## config.mk

```make
export PLATFORM = sky130hd
export DESIGN_NAME = sdsc_drive_config
export DESIGN_NICKNAME = d
export VERILOG_FILES = /design/src/verilog/sdsc_drive_config.v
export VERILOG_INCLUDE_DIRS = /design/src /design/src/include
export SDC_FILE = /design/constraint.sdc
export NUM_CORES = 1
export LEC_CHECK = 0
export BUFFER_PORTS_ARGS = -buffer_cell sky130_fd_sc_hd__buf_2
export CORE_AREA = 4 4 247 309
export CTS_BUF_LIST = sky130_fd_sc_hd__clkbuf_4
export CTS_CLUSTER_DIAMETER = 80
export DETAILED_ROUTE_END_ITERATION = 8
export DIE_AREA = 0 0 251 313
export SLEW_MARGIN = 20
export SYNTH_ARGS = -nofsm -noshare
export SYNTH_HDL_FRONTEND = slang
export SYNTH_SLANG_ARGS = --single-unit
export TNS_END_PERCENT = 100
```

## constraint.sdc

```tcl
create_clock -name pclk -period 12 [get_ports pclk]
set_clock_uncertainty 0.1 [all_clocks]
set_input_delay 0 -clock pclk [delete_from_list [all_inputs] [get_ports pclk]]
set_output_delay 0 -clock pclk [all_outputs]
set_load 0.01 [all_outputs]
```

## src/include/sdsc_consts.vh

```
`ifndef SDSC_CONSTS_VH
`define SDSC_CONSTS_VH

// ----------------------------------------------------------------
// register map (byte addresses)
// ----------------------------------------------------------------
`define SDSC_ADDR_CTRL      12'h000
`define SDSC_ADDR_SW_CUR    12'h004
`define SDSC_ADDR_SW_STEP   12'h008
`define SDSC_ADDR_FAULT     12'h00C
`define SDSC_ADDR_STATUS    12'h010
`define SDSC_ADDR_CURRENT   12'h014
`define SDSC_ADDR_STEPS     12'h018

// ----------------------------------------------------------------
// field positions and reset values
// ----------------------------------------------------------------
`define SDSC_CTRL_SWMODE_BIT 0
`define SDSC_CTRL_RESET      32'h00000000
`define SDSC_SW_CUR_RESET    16'h0032
`define SDSC_SW_STEP_RESET   10'h0C8
`define SDSC_FAULT_W         3

// ----------------------------------------------------------------
// timing (ns figures and derived cycle counts)
// ----------------------------------------------------------------
`define SDSC_CLK_NS          8
`define SDSC_STILL_NS        400000000
`define SDSC_STILL_CYC       (`SDSC_STILL_NS / `SDSC_CLK_NS)
`define SDSC_TOGGLE_NS       1000000000
`define SDSC_TOGGLE_CYC      (`SDSC_TOGGLE_NS / `SDSC_CLK_NS)
`define SDSC_DEBOUNCE_NS     5000000
`define SDSC_DEBOUNCE_CYC    (`SDSC_DEBOUNCE_NS / `SDSC_CLK_NS)
`define SDSC_BLINK_NS        250000000
`define SDSC_BLINK_CYC       (`SDSC_BLINK_NS / `SDSC_CLK_NS)
`define SDSC_REDUCE_PCT      60

`endif

```

## src/verilog/sdsc_drive_config.v

```verilog
// Overview of operation
// - switch bank sets current and microsteps unless software mode
// - current from three current-select switches
// - microsteps from four step-select switches
// - current switches all off uses software current
// - current codes 1-7 map to peak amps
// - step switches all on uses software microsteps
// - step codes 1-7 map 400 to 25600
// - step codes 8-15 map 1000 to 25000
// - standstill switch on enables current reduction
// - reduced current is 60 percent of selected
// - reduction starts 0.4 s after last pulse
// - two standstill toggles in 1 s start autotune
// - differential pulse, direction, enable inputs accepted
// - green when powered, red when faulted
// - fault de-energises motor windings
// - fault latched until power cycle
// - red blinks fault-specific count per period
`timescale 1ns/1ps
`include "sdsc_consts.vh"

module sdsc_drive_config #(
  parameter integer STILL_CYC    = `SDSC_STILL_CYC,
  parameter integer TOGGLE_CYC   = `SDSC_TOGGLE_CYC,
  parameter integer DEBOUNCE_CYC = `SDSC_DEBOUNCE_CYC,
  parameter integer BLINK_CYC    = `SDSC_BLINK_CYC
) (
  input  wire        pclk,
  input  wire        presetn,
  input  wire        psel,
  input  wire        penable,
  input  wire        pwrite,
  input  wire [11:0] paddr,
  input  wire [31:0] pwdata,
  output reg  [31:0] prdata,
  output wire        pready,
  output wire        pslverr,
  input  wire [7:0]  switch_in,
  input  wire        pulse_in_pos,
  input  wire        pulse_in_neg,
  input  wire        dir_in_pos,
  input  wire        dir_in_neg,
  input  wire        enable_in_pos,
  input  wire        enable_in_neg,
  input  wire [2:0]  fault_src,
  output reg  [15:0] current_cmd_q,
  output reg  [9:0]  microstep_q,
  output reg  [15:0] steps_rev_q,
  output reg         step_q,
  output reg         dir_q,
  output reg         windings_on_q,
  output reg         autotune_start_q,
  output wire        led_green,
  output reg         led_red_q
);

  // ----------------------------------------------------------------
  // input synchronisers and debounce
  // ----------------------------------------------------------------
  reg  [13:0] sync1_q;
  reg  [13:0] sync2_q;
  wire [7:0]  sw_q;
  // both legs synchronised apart; gating raw pins could glitch
  wire [13:0] raw_in = {enable_in_neg, dir_in_neg, pulse_in_neg,
                        enable_in_pos, dir_in_pos, pulse_in_pos, switch_in};
  // logic 1 is positive leg high and negative leg low
  wire [2:0]  diff_s = sync2_q[10:8] & ~sync2_q[13:11];

  // two stages before any logic looks at a switch or differential pin
  always @(posedge pclk or negedge presetn) begin
    if (!presetn) begin
      sync1_q <= 14'h0000;
      sync2_q <= 14'h0000;
    end else begin
      sync1_q <= raw_in;
      sync2_q <= sync1_q;
    end
  end

  // one counter per switch; bounce shorter than the window never lands
  genvar gi;
  generate
    for (gi = 0; gi < 8; gi = gi + 1) begin : g_deb
      reg [31:0] cnt_q;
      reg        bit_q;
      always @(posedge pclk or negedge presetn) begin
        if (!presetn) begin
          cnt_q <= 32'h00000000;
          bit_q <= 1'b0;
        end else if (sync2_q[gi] == bit_q) begin
          cnt_q <= 32'h00000000;
        end else if (cnt_q >= DEBOUNCE_CYC - 1) begin
          cnt_q <= 32'h00000000;
          bit_q <= sync2_q[gi];
        end else begin
          cnt_q <= cnt_q + 32'h00000001;
        end
      end
      assign sw_q[gi] = bit_q;
    end
  endgenerate

  // switch is on when its bit is high
  wire [2:0] cur_code  = sw_q[2:0];
  wire       still_en  = sw_q[3];
  wire [3:0] step_code = ~sw_q[7:4]; // off reads as 1

  // ----------------------------------------------------------------
  // apb register file
  // ----------------------------------------------------------------
  reg         ctrl_q;
  reg  [15:0] sw_cur_q;
  reg  [9:0]  sw_step_q;
  reg  [`SDSC_FAULT_W-1:0] fault_q;
  wire        wr_en = psel & penable & pwrite;

  assign pready  = 1'b1;
  assign pslverr = 1'b0;

  // software writes; zero-wait slave
  always @(posedge pclk or negedge presetn) begin
    if (!presetn) begin
      ctrl_q    <= 1'b0;
      sw_cur_q  <= `SDSC_SW_CUR_RESET;
      sw_step_q <= `SDSC_SW_STEP_RESET;
    end else if (wr_en) begin
      case (paddr)
        `SDSC_ADDR_CTRL:    ctrl_q    <= pwdata[`SDSC_CTRL_SWMODE_BIT];
        `SDSC_ADDR_SW_CUR:  sw_cur_q  <= pwdata[15:0];
        `SDSC_ADDR_SW_STEP: sw_step_q <= pwdata[9:0];
        default:            ctrl_q    <= ctrl_q;
      endcase
    end
  end

  // read mux; unmapped reads as zero
  always @* begin
    case (paddr)
      `SDSC_ADDR_CTRL:    prdata = {31'h00000000, ctrl_q};
      `SDSC_ADDR_SW_CUR:  prdata = {16'h0000, sw_cur_q};
      `SDSC_ADDR_SW_STEP: prdata = {22'h000000, sw_step_q};
      `SDSC_ADDR_FAULT:   prdata = {29'h00000000, fault_q};
      `SDSC_ADDR_STATUS:  prdata = {20'h00000, windings_on_q, dir_q, still_en, sw_q,
                                    1'b0};
      `SDSC_ADDR_CURRENT: prdata = {16'h0000, current_cmd_q};
      `SDSC_ADDR_STEPS:   prdata = {6'h00, microstep_q, steps_rev_q};
      default:            prdata = 32'h00000000;
    endcase
  end

  // ----------------------------------------------------------------
  // current and microstep decode
  // ----------------------------------------------------------------
  reg [15:0] cur_sel;  // units of 10 mA peak
  reg [15:0] steps_sel;

  // current table, code 0 falls back to software value
  always @* begin
    case (cur_code)
      3'h1:    cur_sel = 16'h00D2;
      3'h2:    cur_sel = 16'h010E;
      3'h3:    cur_sel = 16'h0140;
      3'h4:    cur_sel = 16'h017C;
      3'h5:    cur_sel = 16'h01AE;
      3'h6:    cur_sel = 16'h01EA;
      3'h7:    cur_sel = 16'h0230;
      default: cur_sel = sw_cur_q;
    endcase
    if (ctrl_q)
      cur_sel = sw_cur_q;
  end

  // step table, code 0 (all on) falls back to software value
  always @* begin
    case (step_code)
      4'h1:    steps_sel = 16'h0190;
      4'h2:    steps_sel = 16'h0320;
      4'h3:    steps_sel = 16'h0640;
      4'h4:    steps_sel = 16'h0C80;
      4'h5:    steps_sel = 16'h1900;
      4'h6:    steps_sel = 16'h3200;
      4'h7:    steps_sel = 16'h6400;
      4'h8:    steps_sel = 16'h03E8;
      4'h9:    steps_sel = 16'h07D0;
      4'hA:    steps_sel = 16'h0FA0;
      4'hB:    steps_sel = 16'h1388;
      4'hC:    steps_sel = 16'h1F40;
      4'hD:    steps_sel = 16'h2710;
      4'hE:    steps_sel = 16'h4E20;
      4'hF:    steps_sel = 16'h61A8;
      default: steps_sel = 16'h0000;
    endcase
    if (ctrl_q)
      steps_sel = 16'h0000;
  end

  // ----------------------------------------------------------------
  // step pulses and standstill timer
  // ----------------------------------------------------------------
  reg        pulse_d1_q;
  reg [31:0] idle_q;
  reg        reduced_q;
  wire       pulse_rise = diff_s[0] & ~pulse_d1_q;
  wire [31:0] cur_red = (cur_sel * `SDSC_REDUCE_PCT) / 100;

  always @(posedge pclk or negedge presetn) begin
    if (!presetn) begin
      pulse_d1_q <= 1'b0;
      idle_q     <= 32'h00000000;
      reduced_q  <= 1'b0;
      step_q     <= 1'b0;
      dir_q      <= 1'b0;
    end else begin
      pulse_d1_q <= diff_s[0];
      step_q     <= pulse_rise & windings_on_q;
      dir_q      <= diff_s[1];
      if (pulse_rise) begin
        idle_q    <= 32'h00000000;
        reduced_q <= 1'b0;
      end else if (idle_q < STILL_CYC - 1) begin
        idle_q <= idle_q + 32'h00000001;
      end else begin
        reduced_q <= 1'b1;
      end
    end
  end

  // commanded outputs; microsteps can change mid-move, controller's duty
  always @(posedge pclk or negedge presetn) begin
    if (!presetn) begin
      current_cmd_q <= 16'h0000;
      microstep_q   <= `SDSC_SW_STEP_RESET;
      steps_rev_q   <= 16'h0000;
    end else begin
      steps_rev_q <= steps_sel;
      microstep_q <= (steps_sel == 16'h0000) ? sw_step_q : steps_sel[15:6];
      if (!windings_on_q)
        current_cmd_q <= 16'h0000;
      else if (still_en && reduced_q)
        current_cmd_q <= cur_red[15:0];
      else
        current_cmd_q <= cur_sel;
    end
  end

  // ----------------------------------------------------------------
  // double toggle of standstill switch starts self-test
  // ----------------------------------------------------------------
  reg        still_d1_q;
  reg        armed_q;
  reg [31:0] win_q;

  always @(posedge pclk or negedge presetn) begin
    if (!presetn) begin
      still_d1_q       <= 1'b0;
      armed_q          <= 1'b0;
      win_q            <= 32'h00000000;
      autotune_start_q <= 1'b0;
    end else begin
      still_d1_q       <= still_en;
      autotune_start_q <= 1'b0;
      if (still_en != still_d1_q) begin
        if (armed_q) begin
          armed_q          <= 1'b0;
          autotune_start_q <= 1'b1;
        end else begin
          armed_q <= 1'b1;
          win_q   <= 32'h00000000;
        end
      end else if (armed_q) begin
        if (win_q >= TOGGLE_CYC - 1)
          armed_q <= 1'b0; // second change came too late
        else
          win_q <= win_q + 32'h00000001;
      end
    end
  end

  // ----------------------------------------------------------------
  // fault latch and indicators
  // ----------------------------------------------------------------
  reg [31:0] blink_q;
  reg [3:0]  phase_q;

  assign led_green = presetn;

  // only power-on reset clears the fault; lowest source index wins code
  always @(posedge pclk or negedge presetn) begin
    if (!presetn) begin
      fault_q       <= 3'h0;
      windings_on_q <= 1'b0;
    end else begin
      if (fault_q == 3'h0 && fault_src != 3'h0)
        fault_q <= fault_src[0] ? 3'h1 : (fault_src[1] ? 3'h2 : 3'h3);
      windings_on_q <= (fault_q == 3'h0) && (fault_src == 3'h0) && diff_s[2];
    end
  end

  // red blinks fault_q times then dark for the rest of 16 slots
  always @(posedge pclk or negedge presetn) begin
    if (!presetn) begin
      blink_q   <= 32'h00000000;
      phase_q   <= 4'h0;
      led_red_q <= 1'b0;
    end else if (fault_q == 3'h0) begin
      blink_q   <= 32'h00000000;
      phase_q   <= 4'h0;
      led_red_q <= 1'b0;
    end else begin
      if (blink_q >= BLINK_CYC - 1) begin
        blink_q <= 32'h00000000;
        phase_q <= phase_q + 4'h1; // wraps every 16 slots
      end else begin
        blink_q <= blink_q + 32'h00000001;
      end
      led_red_q <= ~phase_q[0] && (phase_q[3:1] < fault_q);
    end
  end

endmodule // sdsc_drive_config

```

==> impl_metrics.xml <==
<?xml version="1.0" encoding="UTF-8"?>
<metrics>
  <group name="timing">
    <metric name="hold_worst_slack" unit="ns">0.0473</metric>
    <metric name="timing_hold_violations_final" unit="">0</metric>
    <metric name="finalSetupViolCount" unit="">3</metric>
    <metric name="final-max-slew-violation-count" unit="">0</metric>
    <metric name="fin_setup_tns" unit="ns">-0.346</metric>
    <metric name="tightest_slew" unit="ns">1.05</metric>
    <metric name="finalWorstSetupSlack" unit="ns">-0.198</metric>
    <metric name="finalCriticalPeriod" unit="ns">12.20</metric>
    <metric name="max_freq" unit="MHz">82.0</metric>
    <metric name="period_share" unit="%">102</metric>
    <metric name="grt_setup_unrepaired" unit="">true</metric>
    <metric name="slew-limit-headroom" unit="%">29.5</metric>
  </group>
  <group name="critical_path">
    <metric name="critPathSlowestCell" unit="">fa_1</metric>
    <metric name="worst_setup_path_end_kind" unit="">flip-flop</metric>
    <metric name="timing_worst_setup_path_type" unit="">reg2reg</metric>
    <metric name="timing.critical_path.arrival" unit="ns">12.93</metric>
    <metric name="critPathMostFrequentCell" unit="">buf_6</metric>
    <metric name="critical-path-max-stage-delay" unit="ns">0.54</metric>
    <metric name="crit-reg2reg-capture" unit="">current_cmd_q[0]$_DFF_PN0_</metric>
    <metric name="cpLargestDelayFamily" unit="">compound AO/OA/AOI/OAI gates</metric>
    <metric name="worst_setup_path_startpoint" unit="">g_deb[1].bit_q$_DFFE_PN0P_</metric>
    <metric name="cp.buffers_inverters" unit="">9</metric>
    <metric name="cp.depth" unit="">52</metric>
    <metric name="path_max_fanout" unit="">6</metric>
    <metric name="r2r_start" unit="">g_deb[1].bit_q$_DFFE_PN0P_</metric>
    <metric name="required" unit="ns">12.73</metric>
    <metric name="worst_setup_path_endpoint" unit="">current_cmd_q[0]$_DFF_PN0_</metric>
    <metric name="r2r.worst_path.cells" unit="">52</metric>
    <metric name="critical_path.startpoint_type" unit="">flip-flop</metric>
    <metric name="regToRegSetupSlack" unit="ns">-0.20</metric>
  </group>
  <group name="layout">
    <metric name="filler_cell_count" unit="">6905</metric>
    <metric name="area.growth.synth_to_final" unit="%">36.5</metric>
    <metric name="sequential_cell_area" unit="mm²">0.0117</metric>
    <metric name="design.final.nets" unit="">3534</metric>
    <metric name="multiInputGateArea" unit="mm²">0.0149</metric>
    <metric name="drive_gt1_share" unit="%">31.0</metric>
  </group>
  <group name="outcome">
    <metric name="status" unit="">finished, violations left</metric>
    <metric name="failing_checks" unit="">negative setup slack</metric>
  </group>
  <group name="placed_design">
    <metric name="hpwl" unit="mm">48.9</metric>
    <metric name="routability_cong" unit="">0.885</metric>
    <metric name="port-buffer-count" unit="">119</metric>
    <metric name="worst_slack_at_placement" unit="ns">-0.636</metric>
  </group>
  <group name="die">
    <metric name="chipWidth" unit="µm">251</metric>
    <metric name="core_area" unit="mm²">0.0732</metric>
    <metric name="initial_utilization" unit="%">34.8</metric>
    <metric name="num_rows" unit="">111</metric>
    <metric name="ios" unit="">148</metric>
    <metric name="fp.dieArea" unit="mm²">0.0786</metric>
    <metric name="dieHeight" unit="µm">313</metric>
  </group>
  <group name="routing">
    <metric name="dr_total_vias" unit="">22200</metric>
    <metric name="wl_per_cell" unit="µm">15.6</metric>
    <metric name="drtIter0Drc" unit="">1387</metric>
    <metric name="drc_errors" unit="">0</metric>
    <metric name="detail_route.wirelength" unit="mm">69.7</metric>
    <metric name="drt-vias-per-instance" unit="">4.98</metric>
    <metric name="drt.antenna.violating_nets" unit="">0</metric>
    <metric name="drtPass1Iterations" unit="">5</metric>
  </group>
  <group name="synthesis">
    <metric name="synth_enable_flop_cells" unit="">0</metric>
    <metric name="synthFlopType" unit="">dfrtp_1</metric>
    <metric name="ys_warn_count" unit="">0</metric>
    <metric name="seq_area_frac_synth" unit="%">46.1</metric>
    <metric name="post_synth.cell_area_avg" unit="µm²">9.71</metric>
    <metric name="netlist-cell-type-count" unit="">115</metric>
    <metric name="ys_ff_latch" unit="">468</metric>
    <metric name="postSynthCellCount" unit="">2622</metric>
    <metric name="mappedNetlistArea" unit="mm²">0.0255</metric>
    <metric name="async_flop_share" unit="%">100</metric>
  </group>
  <group name="global_route">
    <metric name="congestion_overflow_gr" unit="">0</metric>
    <metric name="vias_in_the_first_global_route" unit="">22100</metric>
    <metric name="wire_length_of_the_first_global_routing_pass" unit="mm">113</metric>
    <metric name="maximum_number_of_pins_on_one_net_before_global_route_repair" unit="">172</metric>
    <metric name="antenna_found_initial" unit="">9</metric>
    <metric name="grt_usage" unit="%">17.3</metric>
  </group>
  <group name="hold_path">
    <metric name="worstHoldPathType" unit="">in2reg</metric>
    <metric name="hold_depth" unit="">5</metric>
    <metric name="hold_path.startpoint" unit="">paddr[4]</metric>
  </group>
  <group name="clocking">
    <metric name="cts.reportedPaths.clkPinSlew" unit="ns">0.07</metric>
    <metric name="cts.root.buffer_cell" unit="">clkbuf_4</metric>
    <metric name="cts_made_buffers" unit="">118</metric>
    <metric name="tritoncts" unit="">yes</metric>
    <metric name="clock_sink_count" unit="">468</metric>
    <metric name="htree_num_levels" unit="">3</metric>
    <metric name="cts-root-to-sink-buffers" unit="">3</metric>
    <metric name="worst_skew_pair.late_latency" unit="ns">0.89</metric>
  </group>
  <group name="job">
    <metric name="drv_cap" unit="">0</metric>
  </group>
</metrics>
-- how the worst min path moves through the flow --
stage	slack, ns	to
final	0.05	sw_cur_q[4]$_DFFE_PN1P_
after global routing	0.001	sw_cur_q[4]$_DFFE_PN1P_
after CTS	0.03	sync1_q[11]$_DFF_PN0_
after detailed placement	0.01	sync1_q[11]$_DFF_PN0_
after global placement	0.009	sync1_q[9]$_DFF_PN0_
after floorplan	-0.40	armed_q$_DFF_PN0_
-- cell families (layout without fill, tap and decap cells) --
logic type / count (synthesis) / after routing / synth area share, %
xor+xnor: 247 / 247 / 8.53
simple gates: 1079 / 1079 / 20.3
buf+inv: 181 / 943 / 3.05
flops: 468 / 468 / 46.1
mux: 62 / 63 / 2.64
other cells: 2 / 119 / 0.0295
compound gates: 507 / 507 / 15.0
fa+ha+maj: 76 / 76 / 4.44
-- state kept, by name (all words and copies together) (netlist names), 2 cells and up --
signal	count
win_q	32
blink_q	32
idle_q	32
g_deb.bit_q	8
steps_rev_q	12
sw_step_q	10
current_cmd_q	16
sync2_q	14
sync1_q	14
phase_q	4
microstep_q	10
fault_q	2
sw_cur_q	16
g_deb.cnt_q	256
-- worst reg2reg max path: cells and delay by family, from the launching register on --
family / cells / cell delay [ns]
compound gates: 29 / 6.48
simple gates: 10 / 2.18
fa+ha+maj: 4 / 1.65
buf+inv: 9 / 1.24
flops: 1 / 0.48
-- through the flow --
step | cell area, µm² | std cells | util, %
2_1_floorplan | 26300 | 2735 | -
3_3_place_gp | 30400 | 4079 | 41.5
3_5_place_dp | 30400 | 4079 | 41.5
4_1_cts | 33400 | 4407 | 45.6
5_1_grt | 34700 | 4459 | 47.4
6_report | 34700 | 4462 | 47.5
-- metal layers --
metal / routed length, µm / part of all wire, % / global-route usage [%] / vias to the layer above
met4: 1810 / 2.6 / 5.89 / 0
met3: 3620 / 5.2 / 3.48 / 126
met1: 30900 / 44 / 22.9 / 10800
met5: 0 / 0 / 0 / -
li1: - / - / - / 10900
met2: 33400 / 48 / 28.4 / 476
-- area by class of cell --
| cell class | count | share of cell area [%] |
|---|---|---|
| Multi-Input combinational cell | 2087 | 43.0 |
| Sequential cell | 468 | 33.8 |
| Timing Repair Buffer | 638 | 14.3 |
| Clock buffer | 176 | 3.80 |
| Tap cell | 960 | 3.46 |
| Inverter | 83 | 0.915 |
| Clock inverter | 46 | 0.771 |
| Antenna cell | 4 | 0.0288 |
-- timing repair --
| action | CTS | global route |
|---|---|---|
| setup buffers | 27 | 51 |
| hold endpoints to repair | 503 | 16 |
| gates cloned | 0 | 1 |
| gates resized for setup | 97 | 184 |
| pin swaps | 55 | 106 |
| hold buffers | 79 | 1 |
| endpoints found under the setup margin | 3 | 4 |
-- synthesized netlist by cell type (13+ instances only) --
library cell,number,share of area [%]
buf_4,15,0.44
mux2i_1,22,0.87
nor2_1,369,5.4
o21ai_1,16,0.31
a211oi_1,32,0.94
a211o_1,14,0.48
a22oi_1,21,0.62
ha_1,47,2.3
o21ai_0,70,1.4
o211ai_1,19,0.56
inv_1,82,1.2
dfrtp_1,459,45
fa_1,25,2.0
xnor2_1,113,3.9
nor3_1,46,0.90
nor2b_1,22,0.54
nand2b_1,13,0.32
a21o_1,29,0.86
nand2_1,227,3.3
a2111oi_0,14,0.48
or3_1,13,0.32
nand3_1,141,2.8
nand4_1,47,1.2
a31oi_1,36,0.88
a21oi_1,79,1.6
clkbuf_1,51,0.75
nor4_1,38,0.93
xor2_1,133,4.6
buf_2,26,0.51
and3_1,62,1.5
and2_1,38,0.93
and4_1,16,0.55
mux2_2,39,1.7
-- layout by cell type, fill, tap and decap left out, types with 34 or more instances in the layout --
| cell | synthesis | final |
|---|---|---|
| xor2_1 | 133 | 132 |
| nor3_1 | 46 | 34 |
| nand2_1 | 227 | 210 |
| inv_1 | 82 | 75 |
| dlygate4sd3_1 | 0 | 79 |
| a21oi_1 | 79 | 60 |
| dfrtp_1 | 459 | 456 |
| buf_4 | 15 | 396 |
| buf_2 | 26 | 118 |
| and2_1 | 38 | 36 |
| clkbuf_4 | 0 | 176 |
| nand3_1 | 141 | 135 |
| nand4_1 | 47 | 47 |
| conb_1 | 2 | 115 |
| mux2_2 | 39 | 38 |
| xnor2_1 | 113 | 109 |
| o21ai_0 | 70 | 48 |
| and3_1 | 62 | 58 |
| nor2_1 | 369 | 359 |
Power is not shown: default switching activity piles up to over one toggle a cycle in this logic, so the estimate is an artifact.
